File: config.mk
export PLATFORM = sky130hd
export DESIGN_NAME = home_node_info_config_regs
export DESIGN_NICKNAME = d
export VERILOG_FILES = /design/src/hdl/home_node_pkg.sv /design/src/hdl/secure_access_check.sv /design/src/hdl/home_node_info_config_regs.sv
export VERILOG_INCLUDE_DIRS = /design/src /design/src/hdl
export SDC_FILE = /design/constraint.sdc
export NUM_CORES = 1
export LEC_CHECK = 0
export BUFFER_PORTS_ARGS = -buffer_cell sky130_fd_sc_hd__buf_2
export CAP_MARGIN = 20
export CORE_UTILIZATION = 30
export CTS_BUF_LIST = sky130_fd_sc_hd__clkbuf_16
export CTS_CLUSTER_SIZE = 24
export DETAILED_ROUTE_END_ITERATION = 16
export PLACE_DENSITY = 0.56
export SYNTH_ARGS = -nofsm -noshare
export SYNTH_HDL_FRONTEND = slang
export SYNTH_SLANG_ARGS = --single-unit
File: constraint.sdc
create_clock -name mclk -period 1.7 [get_ports mclk]
set_input_delay 0 -clock mclk [delete_from_list [all_inputs] [get_ports mclk]]
set_output_delay 0 -clock mclk [all_outputs]
set_load 0.02 [all_outputs]
File: src/hdl/home_node_map.svh
`ifndef HOME_NODE_MAP_SVH
`define HOME_NODE_MAP_SVH

// register offsets
`define HN_OFS_PRIMARY        16'h0900
`define HN_OFS_SECONDARY      16'h0908
`define HN_OFS_OVERRIDE       16'h0980
`define HN_OFS_CONFIG         16'h0a00

// primary capability field positions
`define HN_USAGE_MON_LSB      49
`define HN_SEC_GROUP_BIT      48
`define HN_SEC_PART_LSB       44
`define HN_NS_GROUP_BIT       43
`define HN_NS_PART_LSB        39
`define HN_QUEUE_LSB          32
`define HN_EXCL_LSB           24
`define HN_DATA_LAT_LSB       20
`define HN_TAG_LAT_LSB        16
`define HN_WAYS_LSB           8

// secondary capability field positions
`define HN_VEC_WIDTH_LSB      8
`define HN_CLUSTER_LSB        0

// override register layout
`define HN_OVR_WIDTH          7
`define HN_OVR_CONFIG_BIT     1

// reset values and partition code limit
`define HN_OVR_RESET          7'h00
`define HN_CONFIG_RESET       64'h0000_0000_0000_0000
`define HN_PART_CODE_MAX      4'h9
`endif

File: src/hdl/home_node_pkg.sv
package home_node_pkg;

    typedef enum logic [2:0] {
        phase_idle = 3'b001,
        phase_read = 3'b010,
        phase_deny = 3'b100
    } read_phase_type;

    typedef struct packed {
        read_phase_type phase;
        logic [63:0]    rd_data;
        logic [6:0]     override;
        logic [63:0]    config_word;
    } regs_state_type;

endpackage : home_node_pkg

File: src/hdl/secure_access_check.sv
`include "home_node_map.svh"

module secure_access_check (
    input  wire logic [15:0] addr,
    input  wire logic        secure,
    input  wire logic        config_override,
    output logic             hit_primary,
    output logic             hit_secondary,
    output logic             hit_override,
    output logic             hit_config,
    output logic             permitted
);
    logic mapped;

    assign hit_primary   = (addr == `HN_OFS_PRIMARY);
    assign hit_secondary = (addr == `HN_OFS_SECONDARY);
    assign hit_override  = (addr == `HN_OFS_OVERRIDE);
    assign hit_config    = (addr == `HN_OFS_CONFIG);
    assign mapped        = hit_primary | hit_secondary | hit_override | hit_config;

    // the override only widens the config register, never the rest
    assign permitted = mapped & (secure | (hit_config & config_override));

endmodule : secure_access_check

File: src/hdl/home_node_info_config_regs.sv
`include "home_node_map.svh"

module home_node_info_config_regs #(
    parameter logic [4:0] USAGE_MONITORS          = 5'h04,
    parameter logic       SECURE_TWO_GROUPS       = 1'b1,
    parameter logic [3:0] SECURE_PARTITION_CODE   = 4'h4,
    parameter logic       NONSECURE_TWO_GROUPS    = 1'b1,
    parameter logic [3:0] NONSECURE_PARTITION_CODE = 4'h6,
    parameter logic [6:0] ORDERING_QUEUE_ENTRIES  = 7'h20,
    parameter logic [7:0] EXCLUSIVE_MONITORS      = 8'h20,
    parameter logic [2:0] DATA_RAM_LATENCY        = 3'h2,
    parameter logic [2:0] TAG_RAM_LATENCY         = 3'h1,
    parameter logic [4:0] CACHE_WAYS              = 5'h10,
    parameter int         TOTAL_REQUESTERS        = 32,
    parameter int         CLUSTER_SIZE_PARAMETER  = 4,
    parameter int         ADDITIONAL_VECTOR_WIDTH = 0
) (
    input  wire logic        mclk,
    input  wire logic        nrst,
    input  wire logic [15:0] addr,
    input  wire logic [63:0] wr_data,
    input  wire logic        wr_en,
    input  wire logic        rd_en,
    input  wire logic        secure,
    output logic      [63:0] rd_data,
    output logic             rd_denied,
    output logic      [63:0] config_control,
    output logic             config_nonsecure_open
);
    localparam int TRACKING_VECTOR_INT =
        TOTAL_REQUESTERS / CLUSTER_SIZE_PARAMETER + ADDITIONAL_VECTOR_WIDTH;
    localparam logic [7:0] TRACKING_VECTOR_BITS = 8'(TRACKING_VECTOR_INT);
    localparam logic [3:0] CLUSTER_FIELD = 4'(CLUSTER_SIZE_PARAMETER);

    home_node_pkg::regs_state_type state;
    home_node_pkg::regs_state_type next_state;

    logic [63:0] primary_word;
    logic [63:0] secondary_word;
    logic [63:0] override_word;
    logic        hit_primary;
    logic        hit_secondary;
    logic        hit_override;
    logic        hit_config;
    logic        permitted;

    secure_access_check u_secure_access_check (
        .addr            (addr),
        .secure          (secure),
        .config_override (state.override[`HN_OVR_CONFIG_BIT]),
        .hit_primary     (hit_primary),
        .hit_secondary   (hit_secondary),
        .hit_override    (hit_override),
        .hit_config      (hit_config),
        .permitted       (permitted)
    );

    // capability words are build constants; every unlisted bit stays zero
    always_comb begin
        primary_word = 64'h0;
        primary_word[`HN_USAGE_MON_LSB +: 5] = USAGE_MONITORS;
        primary_word[`HN_SEC_GROUP_BIT]    = SECURE_TWO_GROUPS;
        primary_word[`HN_SEC_PART_LSB +: 4] = SECURE_PARTITION_CODE;
        primary_word[`HN_NS_GROUP_BIT]     = NONSECURE_TWO_GROUPS;
        primary_word[`HN_NS_PART_LSB +: 4] = NONSECURE_PARTITION_CODE;
        primary_word[`HN_QUEUE_LSB +: 7]   = ORDERING_QUEUE_ENTRIES;
        primary_word[`HN_EXCL_LSB +: 8]    = EXCLUSIVE_MONITORS;
        primary_word[`HN_DATA_LAT_LSB +: 3] = DATA_RAM_LATENCY;
        primary_word[`HN_TAG_LAT_LSB +: 3] = TAG_RAM_LATENCY;
        primary_word[`HN_WAYS_LSB +: 5]    = CACHE_WAYS;
    end

    always_comb begin
        secondary_word = 64'h0;
        secondary_word[`HN_VEC_WIDTH_LSB +: 8] = TRACKING_VECTOR_BITS;
        secondary_word[`HN_CLUSTER_LSB +: 4]   = CLUSTER_FIELD;
    end

    assign override_word = {57'h0, state.override};

    always_comb begin
        next_state         = state;
        next_state.rd_data = 64'h0;
        next_state.phase   = home_node_pkg::phase_idle;
        if (rd_en) begin
            if (permitted) begin
                next_state.phase = home_node_pkg::phase_read;
                case (1'b1)
                    hit_primary:   next_state.rd_data = primary_word;
                    hit_secondary: next_state.rd_data = secondary_word;
                    hit_override:  next_state.rd_data = override_word;
                    hit_config:    next_state.rd_data = state.config_word;
                    default:       next_state.rd_data = 64'h0;
                endcase
            end else begin
                // refused or unmapped reads answer zero and flag the denial
                next_state.phase = home_node_pkg::phase_deny;
            end
        end
        // capability offsets simply have no write path
        if (wr_en && permitted) begin
            if (hit_override) begin
                next_state.override = wr_data[`HN_OVR_WIDTH-1:0];
            end
            if (hit_config) begin
                // late writes are not blocked: ordering against traffic is software's job
                next_state.config_word = wr_data;
            end
        end
    end

    always_ff @(posedge mclk or negedge nrst) begin
        if (!nrst) begin
            state.phase       <= home_node_pkg::phase_idle;
            state.rd_data     <= 64'h0;
            state.override    <= `HN_OVR_RESET;
            state.config_word <= `HN_CONFIG_RESET;
        end else begin
            state <= next_state;
        end
    end

    always_comb begin
        case (state.phase)
            home_node_pkg::phase_deny: rd_denied = 1'b1;
            home_node_pkg::phase_read: rd_denied = 1'b0;
            home_node_pkg::phase_idle: rd_denied = 1'b0;
            default:                   rd_denied = 1'b0;
        endcase
    end

    assign rd_data               = state.rd_data;
    assign config_control        = state.config_word;
    assign config_nonsecure_open = state.override[`HN_OVR_CONFIG_BIT];
endmodule : home_node_info_config_regs

# Word level (Yosys, flattened, before mapping)
# Cells that the tools add are included.
dict set report classes {
  n_eq_ne 5
  muxes 8
  n_bitwise 6
  reduce_logical 3
}
# operator n
set ops {}
lappend ops {{64-bit 2-to-1 mux} 5}
lappend ops {{67-bit 2-to-1 mux} 1}
lappend ops {{16-bit by 12-bit == test with 1-bit output, second input constant} 4}
lappend ops {{1-bit bitwise OR} 4}
lappend ops {{2-bit AND reduction} 2}
lappend ops {{3-bit == test, second input constant} 1}
lappend ops {{3-bit 2-to-1 mux} 1}
lappend ops {{1-bit AND} 2}
lappend ops {{1-bit logical AND} 1}
lappend ops {{1-bit 2-to-1 mux} 1}
dict set report word_totals {
  reg_bits 138
  out_inout_bits 130
  word_cells 26
}

# Longest topological paths before layout
# Gate-level depths: netlist of the first run.
dict set report depth {
  word_depth 7
  depth_mapped 7
  mapped_depth_nobuf 4
}

# Cells and area by module
# A second synthesis of the first run with hierarchy kept.
dict set report hier_totals {
  hier_cells 485
  area_unflattened_um2 6543.8
}
# module instances cells_per_inst area_each_um2
set modules_own_cells {}
lappend modules_own_cells {home_node_info_config_regs 1 466 6403.6}
lappend modules_own_cells {secure_access_check 1 19 140.1}

# Worst setup path before layout of the first run
# Ideal clock, no wire load.
dict set report synth_timing {
  kind {reg2reg}
  from {register state (netlist bit config_nonsecure_open)}
  to {register, netlist name rd_data[21]}
  setup_ns 0.137
  arrival_time_ns 1.458
  required_time_ns 1.563
  slack_ns 0.105
  path_stages_with_launch 7
  n_path_buf 2
  period_less_slack_ns 1.595
  path_cell_list {dfrtp_1 -> nor2_1 -> and4bb_1 -> a32oi_1 -> buf_2 -> buf_2 -> a21oi_1}
}
# element line
set synth_rtl {}
lappend synth_rtl {{start: declaration} home_node_info_config_regs.sv:35} ;# home_node_pkg::regs_state_type state;
lappend synth_rtl {{start signal: assignment} home_node_info_config_regs.sv:119} ;# state <= next_state;

==> impl_metrics.py, run 1 <==
metrics = {
    "run_status": {
        "outcome": "complete, no violations",
    },
    "sta": {
        "relSlewSlack_pct": 70.6,
        "maxSlewViolCount": 0,
        "setup_tns_ns": 0,
        "grt_setup_unrepaired": "no",
        "finalSetupViolations": 0,
        "period_needed_ns": 1.60,
        "holdWs_ns": 0.0843,
        "hold_viol": 0,
        "clock_skew_ns": 0.0138,
        "period_share_pct": 94.2,
        "max_freq_mhz": 625,
        "worstMarginPinSlew_ns": 0.441,
    },
    "cts": {
        "clkTransAtPathRegs_ns": 0.06,
        "root_buffer": "clkbuf_16",
        "ctsHtreeMaxLevel": 4,
        "numCtsBuffers": 17,
        "cts_tree": "done",
        "clk_latency_ns": 0.41,
        "numClockSinks": 138,
        "max-clock-path-buffers": 2,
        "post-cts-setup-buffers": 0,
    },
    "global_route": {
        "grt_use_met2_pct": 21.6,
        "grt_util_all_layers_pct": 12.8,
        "met1_usage_pct": 14.7,
        "overflow": 0,
        "first_global_vias": 4122,
        "grt_use_met3_pct": 4.84,
        "grt_max_degree": 45,
        "antenna_found_initial": 0,
        "grt_busiest_layer": "met2",
        "grt_pass1_wl_um": 20400,
    },
    "route": {
        "wl_per_cell_um": 14.0,
        "wirelength_um": 12900,
        "dr.pass1.iters": 4,
        "vias_per_cell": 4.22,
        "drtAntennaViolNets": 0,
        "drtIter0Drc": 64,
        "drcViolationCount": 0,
        "dr_total_vias": 3893,
    },
    "setup_path": {
        "cp-start-kind": "flip-flop",
        "cp.arrival_ns": 1.89,
        "critical_path_class": "reg2reg",
        "cp_max_fo": 11,
        "end_kind": "flip-flop",
        "crit_required_ns": 1.99,
    },
    "pwr": {
        "ir_drop_mv": 0.607,
        "p_leak_nw": 4.38,
        "p_int_mw": 5.76,
        "p_comb_share_pct": 4.7,
        "power_frac_clock_pct": 50.0,
        "p_sw_mw": 1.50,
        "power_frac_seq_pct": 45.3,
        "power_density_nw_per_um2": 923,
        "netSwitchingFraction_pct": 20.6,
    },
    "placement": {
        "place_inst": 826,
        "numPortBuffers": 214,
        "place_congestion": 0.799,
        "dp_hpwl_um": 9210,
    },
    "logic_synthesis": {
        "yosys_register_bits": 138,
        "synth-seq-area-share_pct": 56.6,
        "avgSynthCellArea_um2": 12.8,
        "synth_cell_types": 31,
        "yosysTopAreaCellShare_pct": 56.1,
        "syn-cell-area_um2": 6110,
        "yosysWarnings": 0,
        "ys_top_cells_by_area": "dfrtp_1, buf_4, mux2_1, and2_1, nand3_1",
        "synth_fp_nets": 563,
        "yosysTopAreaCell": "dfrtp_1",
        "netlist_instances": 478,
    },
    "final_layout": {
        "syn_to_final_growth_pct": 28.9,
        "diodes": 0,
        "final_cells": 923,
        "drive_gt1_share_pct": 40.6,
        "layout.nets": 731,
        "finalCoreUtilization_pct": 39.9,
    },
    "die": {
        "die_h_um": 145,
        "ios": 215,
        "start_util_pct": 31.0,
        "die-width_um": 145,
        "fp.coreArea_um2": 19700,
        "die_area_um2": 20900,
        "num_rows": 51,
    },
    "min_path": {
        "hp-class": "in2reg",
    },
    "flow_run": {
        "drv_cap": 0,
    },
}
[repair_timing]
action | 4_1_cts | 5_1_grt
hold endpoints to repair | 211 | 0
resized for setup | 1 | 0
endpoints found under the setup margin | 3 | 0
hold buffers | 66 | 0
[cell families after synthesis]
family                 after synthesis  share of synthesized area, %
buffers and inverters              152                          18.2
flip-flops                         138                          56.6
AND/OR/NAND/NOR                     94                          9.86
multiplexers                        71                          13.1
AO/OA/AOI/OAI                       23                          2.23
[cells in the final DEF, fill, tap and decap left out, types with 4 or more instances in the layout]
master / n
buf_12: 5
dfrtp_1: 137
buf_2: 213
and2_1: 46
clkbuf_16: 17
a21oi_1: 17
mux2_1: 71
nand3_1: 25
dlygate4sd3_1: 66
buf_4: 14
clkinv_1: 4
[routing by layer]
metal	up-vias	routed length [µm]
met5	-	0
met4	0	133
met3	13	907
met2	149	6340
met1	1926	5550
li1	1805	-
[layout make-up]
type | count | area (µm²)
clock buffer | 17 | 425
clock inverter | 14 | 156
fill | 1879 | 11900
inverter | 2 | 7.51
multi-input combinational | 188 | 1550
sequential | 138 | 3450
tap | 265 | 332
timing repair buffer | 299 | 1940
[worst max-delay path, cell delays in order (launching register included)]
cell and delay [ns]:
dfrtp_1 0.42, nor2_1 0.16, and4bb_1 0.26, a32oi_2 0.32
buf_4 0.26, a21oi_1 0.07
[power by group through the flow]
stage          clock network [mW]  registers, mW  logic (mW)
3_5_place_dp                    0           3.35       0.225
5_1_grt                      3.87           3.29       0.377
6_report                     3.63           3.29       0.338
2_1_floorplan                   0           3.35      0.0249
3_3_place_gp                    0           3.35       0.220
4_1_cts                      3.74           3.29       0.343
[worst paths after layout]
path                                        from                  to  slack, ns  cells after the start
setup / recovery           config_nonsecure_open         rd_data[46]        0.1                      5
hold / removal                           addr[7]          state[137]       0.08                      4
setup reg to reg           config_nonsecure_open         rd_data[46]        0.1                      5
hold reg to reg               config_control[62]         rd_data[62]       0.49                      1
max in group asynchronous                   nrst    override_word[4]       1.00                      3
min in group asynchronous                   nrst  config_control[49]       0.09                      2
[stage by stage]
| step | setup slack (ns) | power [mW] | area (µm²) |
|---|---|---|---|
| 5_1_grt | 0.0245 | 7.54 | 7870 |
| 4_1_cts | 0.101 | 7.38 | 7870 |
| 2_1_floorplan | 0.105 | 3.37 | 6110 |
| 6_report | 0.0994 | 7.26 | 7870 |
| 3_5_place_dp | 0.0109 | 3.57 | 6620 |
| 3_3_place_gp | 0.0132 | 3.57 | 6620 |
[cells in the mapped netlist (all sizes together)]
library cell / number
buf: 146
dfrtp: 137
mux2: 71
and2: 46
nand3: 25
a21oi: 17
clkbuf: 4
nor2b: 3
nor3: 3
a32oi: 2
and3: 2
and4b: 2
and4bb: 2
inv: 2
nand2: 2
nor2: 2
nor4b: 2
a21boi: 1
a21o: 1
a311oi: 1
a32o: 1
and3b: 1
and4: 1
dfstp: 1
nand4: 1
nor3b: 1
nor4: 1
[state kept, by name, summed over array words and instances, names as in the netlist]
| name | flops |
|---|---|
| config_control | 64 |
| rd_data | 64 |
| override_word | 6 |
| state | 3 |
| config_nonsecure_open | 1 |
No activity file was read; power rests on OpenSTA's default activity.
==> run 2, diff against run 1 <==
==> constraint.sdc (replaced) <==
create_clock -name mclk -period 1.7 [get_ports mclk]
set_input_delay 0 -clock mclk [delete_from_list [all_inputs] [get_ports mclk]]
set_output_delay 0 -clock mclk [all_outputs]
set_load 0.05 [all_outputs]
==> impl_metrics.py, run 2 (synthesized netlist as in run 1, its figures left out) <==
metrics = {
    "die": {
        "start_util_pct": 31.0,
        "ios": 215,
        "fp.coreArea_um2": 19700,
        "die-width_um": 145,
        "die_area_um2": 20900,
        "num_rows": 51,
        "die_h_um": 145,
    },
    "route": {
        "vias_per_cell": 4.22,
        "dr_total_vias": 3897,
        "dr.pass1.iters": 4,
        "drtAntennaViolNets": 0,
        "wl_per_cell_um": 14.3,
        "drcViolationCount": 0,
        "wirelength_um": 13200,
        "drtIter0Drc": 68,
    },
    "setup_path": {
        "crit_required_ns": 1.99,
        "critPathMaxStageDelay_ns": 0.42,
        "crit_start": "config_nonsecure_open",
        "cp_cell_sequence": "nor2_1, and4bb_1, a32oi_1, buf_4, and4b_1",
        "reg2reg_to": "rd_data[11]",
        "end_kind": "flip-flop",
        "cp.arrival_ns": 1.86,
        "cp_max_fo": 5,
        "reg2reg_from": "config_nonsecure_open",
        "cp_num_cells": 5,
        "crit_slowest_cell": "dfrtp_2",
        "worst-path-buf-inv": 1,
        "critical_path_class": "reg2reg",
        "crit_path_end": "rd_data[11]",
        "r2r_setup_slack_ns": 0.13,
        "r2r_cells": 5,
        "path_delay_family": "simple AND/OR/NAND/NOR gates",
        "cp-start-kind": "flip-flop",
    },
    "cts": {
        "numClockSinks": 138,
        "cts_tree": "done",
        "max-clock-path-buffers": 2,
        "clk_latency_ns": 0.40,
        "ctsHtreeMaxLevel": 4,
        "numCtsBuffers": 17,
        "clkTransAtPathRegs_ns": 0.05,
        "root_buffer": "clkbuf_16",
    },
    "pwr": {
        "p_leak_nw": 4.35,
        "power_density_nw_per_um2": 878,
        "ir_drop_mv": 0.600,
    },
    "final_layout": {
        "layout_common_cells": "buf_2, dfrtp_1, mux2_1",
        "layout_commonest_cell": "buf_2",
        "regArea_um2": 3460,
        "layout.nets": 732,
        "multiInputGateArea_um2": 1540,
        "diodes": 0,
        "drive_gt1_share_pct": 40.2,
        "fillers": 1876,
        "syn_to_final_growth_pct": 28.1,
        "final_cells": 924,
    },
    "placement": {
        "dp_hpwl_um": 9210,
        "place_inst": 826,
        "place_ws_ns": -0.0326,
        "place_congestion": 0.823,
        "numPortBuffers": 214,
    },
    "sta": {
        "period_share_pct": 92.6,
        "maxSlewViolCount": 0,
        "grt_setup_unrepaired": "no",
        "max_freq_mhz": 635,
        "clock_skew_ns": 0.00448,
        "hold_viol": 0,
        "period_needed_ns": 1.57,
        "relSlewSlack_pct": 67.5,
        "setup_tns_ns": 0,
        "setup_ws_ns": 0.126,
        "finalSetupViolations": 0,
        "worstMarginPinSlew_ns": 0.487,
    },
    "global_route": {
        "first_global_vias": 4161,
        "antenna_found_initial": 0,
        "grt_pass1_wl_um": 21100,
        "grt_max_degree": 51,
        "grt_util_all_layers_pct": 13.3,
        "overflow": 0,
    },
    "flow_run": {
        "drv_cap": 0,
    },
    "run_status": {
        "outcome": "complete, no violations",
    },
    "min_path": {
        "hp-class": "in2reg",
    },
}
-- run 2: worst reg2reg max path: stages, from the launching register on --
cell	delay [ns]
dfrtp_2	0.42
nor2_1	0.13
and4bb_1	0.25
a32oi_1	0.25
buf_4	0.20
and4b_1	0.20
-- run 2: power breakdown --
group / switching [mW] / leakage (nW) / internal, mW
sequential: 0.000842 / 1.92 / 3.29
combinational: 0.148 / 2.17 / 0.195
clock: 1.28 / 0.256 / 1.95
-- run 2: layout make-up --
cell class	instances	share of cell area, %
Clock inverter	14	1.18
Multi-Input combinational cell	188	19.7
Tap cell	265	4.24
Sequential cell	138	44.2
Clock buffer	17	5.44
Inverter	2	0.0960
Timing Repair Buffer	300	25.1
-- run 2: worst min path at each step --
stage | depth (start not counted) | end | startpoint
2_1_floorplan | 0 | config_control[0] | nrst
3_3_place_gp | 1 | config_control[52] | nrst
3_5_place_dp | 1 | config_control[52] | nrst
4_1_cts | 3 | rd_data[2] | addr[0]
5_1_grt | 4 | state[137] | addr[7]
6_report | 3 | rd_data[2] | addr[2]
-- run 2: per-layer routing --
| metal | wire (µm) | track usage (%) | vias up |
|---|---|---|---|
| met3 | 935 | 5.03 | 10 |
| met4 | 158 | 4.38 | 0 |
| met2 | 6460 | 22.2 | 148 |
| li1 | - | - | 1799 |
| met5 | 0 | 0 | - |
| met1 | 5620 | 15.7 | 1940 |
-- run 2: repair_timing --
item	in CTS	in global routing
hold endpoints to repair	204	0
resized for setup	0	0
setup buffers	0	1
hold buffers	66	0
endpoints found under the setup margin	0	5
-- run 2: through the flow --
step,hold WS (ns),total power [mW],util (%),instance area (µm²)
CTS,0.0431,7.00,39.6,7800
detailed placement,-0.0198,3.58,33.6,6620
finish,0.0812,6.87,39.7,7820
global route,0.0811,7.22,39.7,7820
global placement,-0.0301,3.57,33.6,6620
floorplan,-0.296,3.38,-,6110
==> run 3, diff against run 2 <==
CELL_PAD_IN_SITES_DETAIL_PLACEMENT = 0   (was not set)
CELL_PAD_IN_SITES_GLOBAL_PLACEMENT = 2   (was not set)
PLACE_DENSITY = 0.79   (was 0.56)
==> impl_metrics.py, run 3 (synthesized netlist as in run 1, its figures left out) <==
metrics = {
    "run_status": {
        "outcome": "complete, no violations",
    },
    "setup_path": {
        "crit_slowest_cell": "dfrtp_2",
        "cp_max_fo": 7,
        "critPathMaxStageDelay_ns": 0.43,
        "critical_path_class": "reg2reg",
        "worst-path-buf-inv": 1,
        "reg2reg_to": "rd_data[21]",
        "cp_num_cells": 5,
        "cp-start-kind": "flip-flop",
        "crit_start": "config_nonsecure_open",
        "crit_path_end": "rd_data[21]",
        "crit_required_ns": 1.99,
        "r2r_setup_slack_ns": 0.15,
        "end_kind": "flip-flop",
        "path_delay_family": "flip-flops",
        "r2r_cells": 5,
        "reg2reg_from": "config_nonsecure_open",
        "cp.arrival_ns": 1.84,
        "cp_cell_sequence": "nor2_1, and4bb_1, a32oi_2, buf_4, a21oi_1",
    },
    "pwr": {
        "ir_drop_mv": 0.604,
        "p_leak_nw": 4.39,
        "power_density_nw_per_um2": 921,
        "p_total_mw": 7.27,
    },
    "die": {
        "ios": 215,
        "die_area_um2": 20900,
        "die-width_um": 145,
        "start_util_pct": 31.0,
        "die_h_um": 145,
        "num_rows": 51,
        "fp.coreArea_um2": 19700,
    },
    "route": {
        "vias_per_cell": 4.17,
        "drcViolationCount": 0,
        "drtIter0Drc": 58,
        "drtAntennaViolNets": 0,
        "dr.pass1.iters": 6,
        "dr_total_vias": 3855,
        "wirelength_um": 12900,
        "wl_per_cell_um": 14.0,
    },
    "placement": {
        "dp_hpwl_um": 9060,
        "place_congestion": 0.796,
        "numPortBuffers": 214,
    },
    "cts": {
        "max-clock-path-buffers": 2,
        "clkTransAtPathRegs_ns": 0.06,
        "ctsHtreeMaxLevel": 4,
        "numClockSinks": 138,
        "clk_latency_ns": 0.41,
        "post-cts-setup-buffers": 0,
        "root_buffer": "clkbuf_16",
        "numCtsBuffers": 17,
        "cts_tree": "done",
    },
    "sta": {
        "grt_setup_unrepaired": "no",
        "finalSetupViolations": 0,
        "worstMarginPinSlew_ns": 0.452,
        "setup_tns_ns": 0,
        "clock_skew_ns": 0.00768,
        "hold_viol": 0,
        "period_share_pct": 91.4,
        "relSlewSlack_pct": 69.9,
        "period_needed_ns": 1.55,
        "maxSlewViolCount": 0,
        "max_freq_mhz": 644,
    },
    "global_route": {
        "first_global_vias": 4065,
        "overflow": 0,
        "grt_util_all_layers_pct": 13.0,
        "antenna_found_initial": 0,
        "grt_max_degree": 45,
        "grt_pass1_wl_um": 20600,
    },
    "final_layout": {
        "layout.nets": 732,
        "finalCoreUtilization_pct": 40.0,
        "syn_to_final_growth_pct": 29.2,
        "layout_commonest_cell": "buf_2",
        "drive_gt1_share_pct": 40.9,
        "diodes": 0,
        "layout_common_cells": "buf_2, dfrtp_1, mux2_1",
    },
    "min_path": {
        "hp-class": "in2async",
    },
    "flow_run": {
        "drv_cap": 0,
    },
}
==> run 3: what timing repair did <==
action	4_1_cts	5_1_grt
endpoints found under the setup margin	3	0
hold buffers	66	0
gates resized for setup	1	0
endpoints found under the hold margin	211	0
==> run 3: where the power goes <==
| part | total, mW | leakage, nW | internal (mW) | switching, mW |
|---|---|---|---|---|
| Combinational | 0.343 | 2.18 | 0.198 | 0.145 |
| Sequential | 3.29 | 1.92 | 3.29 | 0.000666 |
| Clock | 3.64 | 0.290 | 2.28 | 1.36 |
==> run 3: worst reg2reg max path: stages (launching register included) <==
cell	delay, ns
dfrtp_2	0.43
nor2_1	0.12
and4bb_1	0.25
a32oi_2	0.35
buf_4	0.22
a21oi_1	0.05
==> run 3: cell type report <==
| cell class | instances | area [µm²] |
|---|---|---|
| Fill cell | 1865 | 11800 |
| Clock inverter | 15 | 159 |
| Timing Repair Buffer | 300 | 1960 |
| Inverter | 2 | 7.51 |
| Sequential cell | 138 | 3460 |
| Tap cell | 265 | 332 |
| Clock buffer | 17 | 425 |
| Multi-Input combinational cell | 188 | 1550 |
==> run 3: metrics by stage <==
stage          hold slack [ns]  std cells  setup slack, ns  instance area, µm²
2_1_floorplan           -0.296        478           0.0443                6110
3_3_place_gp           -0.0345        827          -0.0555                6640
3_5_place_dp           -0.0261        827          0.00115                6640
4_1_cts                 0.0354        925            0.145                7890
5_1_grt                 0.0722        925           0.0499                7890
6_report                0.0755        925            0.146                7890
==> run 3: worst min-delay path by stage <==
stage	endpoint	slack, ns	depth (start not counted)	startpoint
detailed placement	config_control[47]	-0.03	1	nrst
global route	rd_data[2]	0.07	3	addr[9]
finish	config_control[47]	0.08	2	nrst
floorplan	config_control[0]	-0.30	0	nrst
CTS	rd_data[2]	0.04	3	addr[9]
global placement	config_control[49]	-0.03	1	nrst
==> run 3: layer usage <==
metal	wire length, µm	vias up	track usage, %	part of all wire [%]
met1	5560	1877	15.3	43
met2	6210	158	21.4	48
met3	959	17	5.00	7.4
met4	187	0	4.82	1.4
met5	0	-	0	0
li1	-	1803	-	-
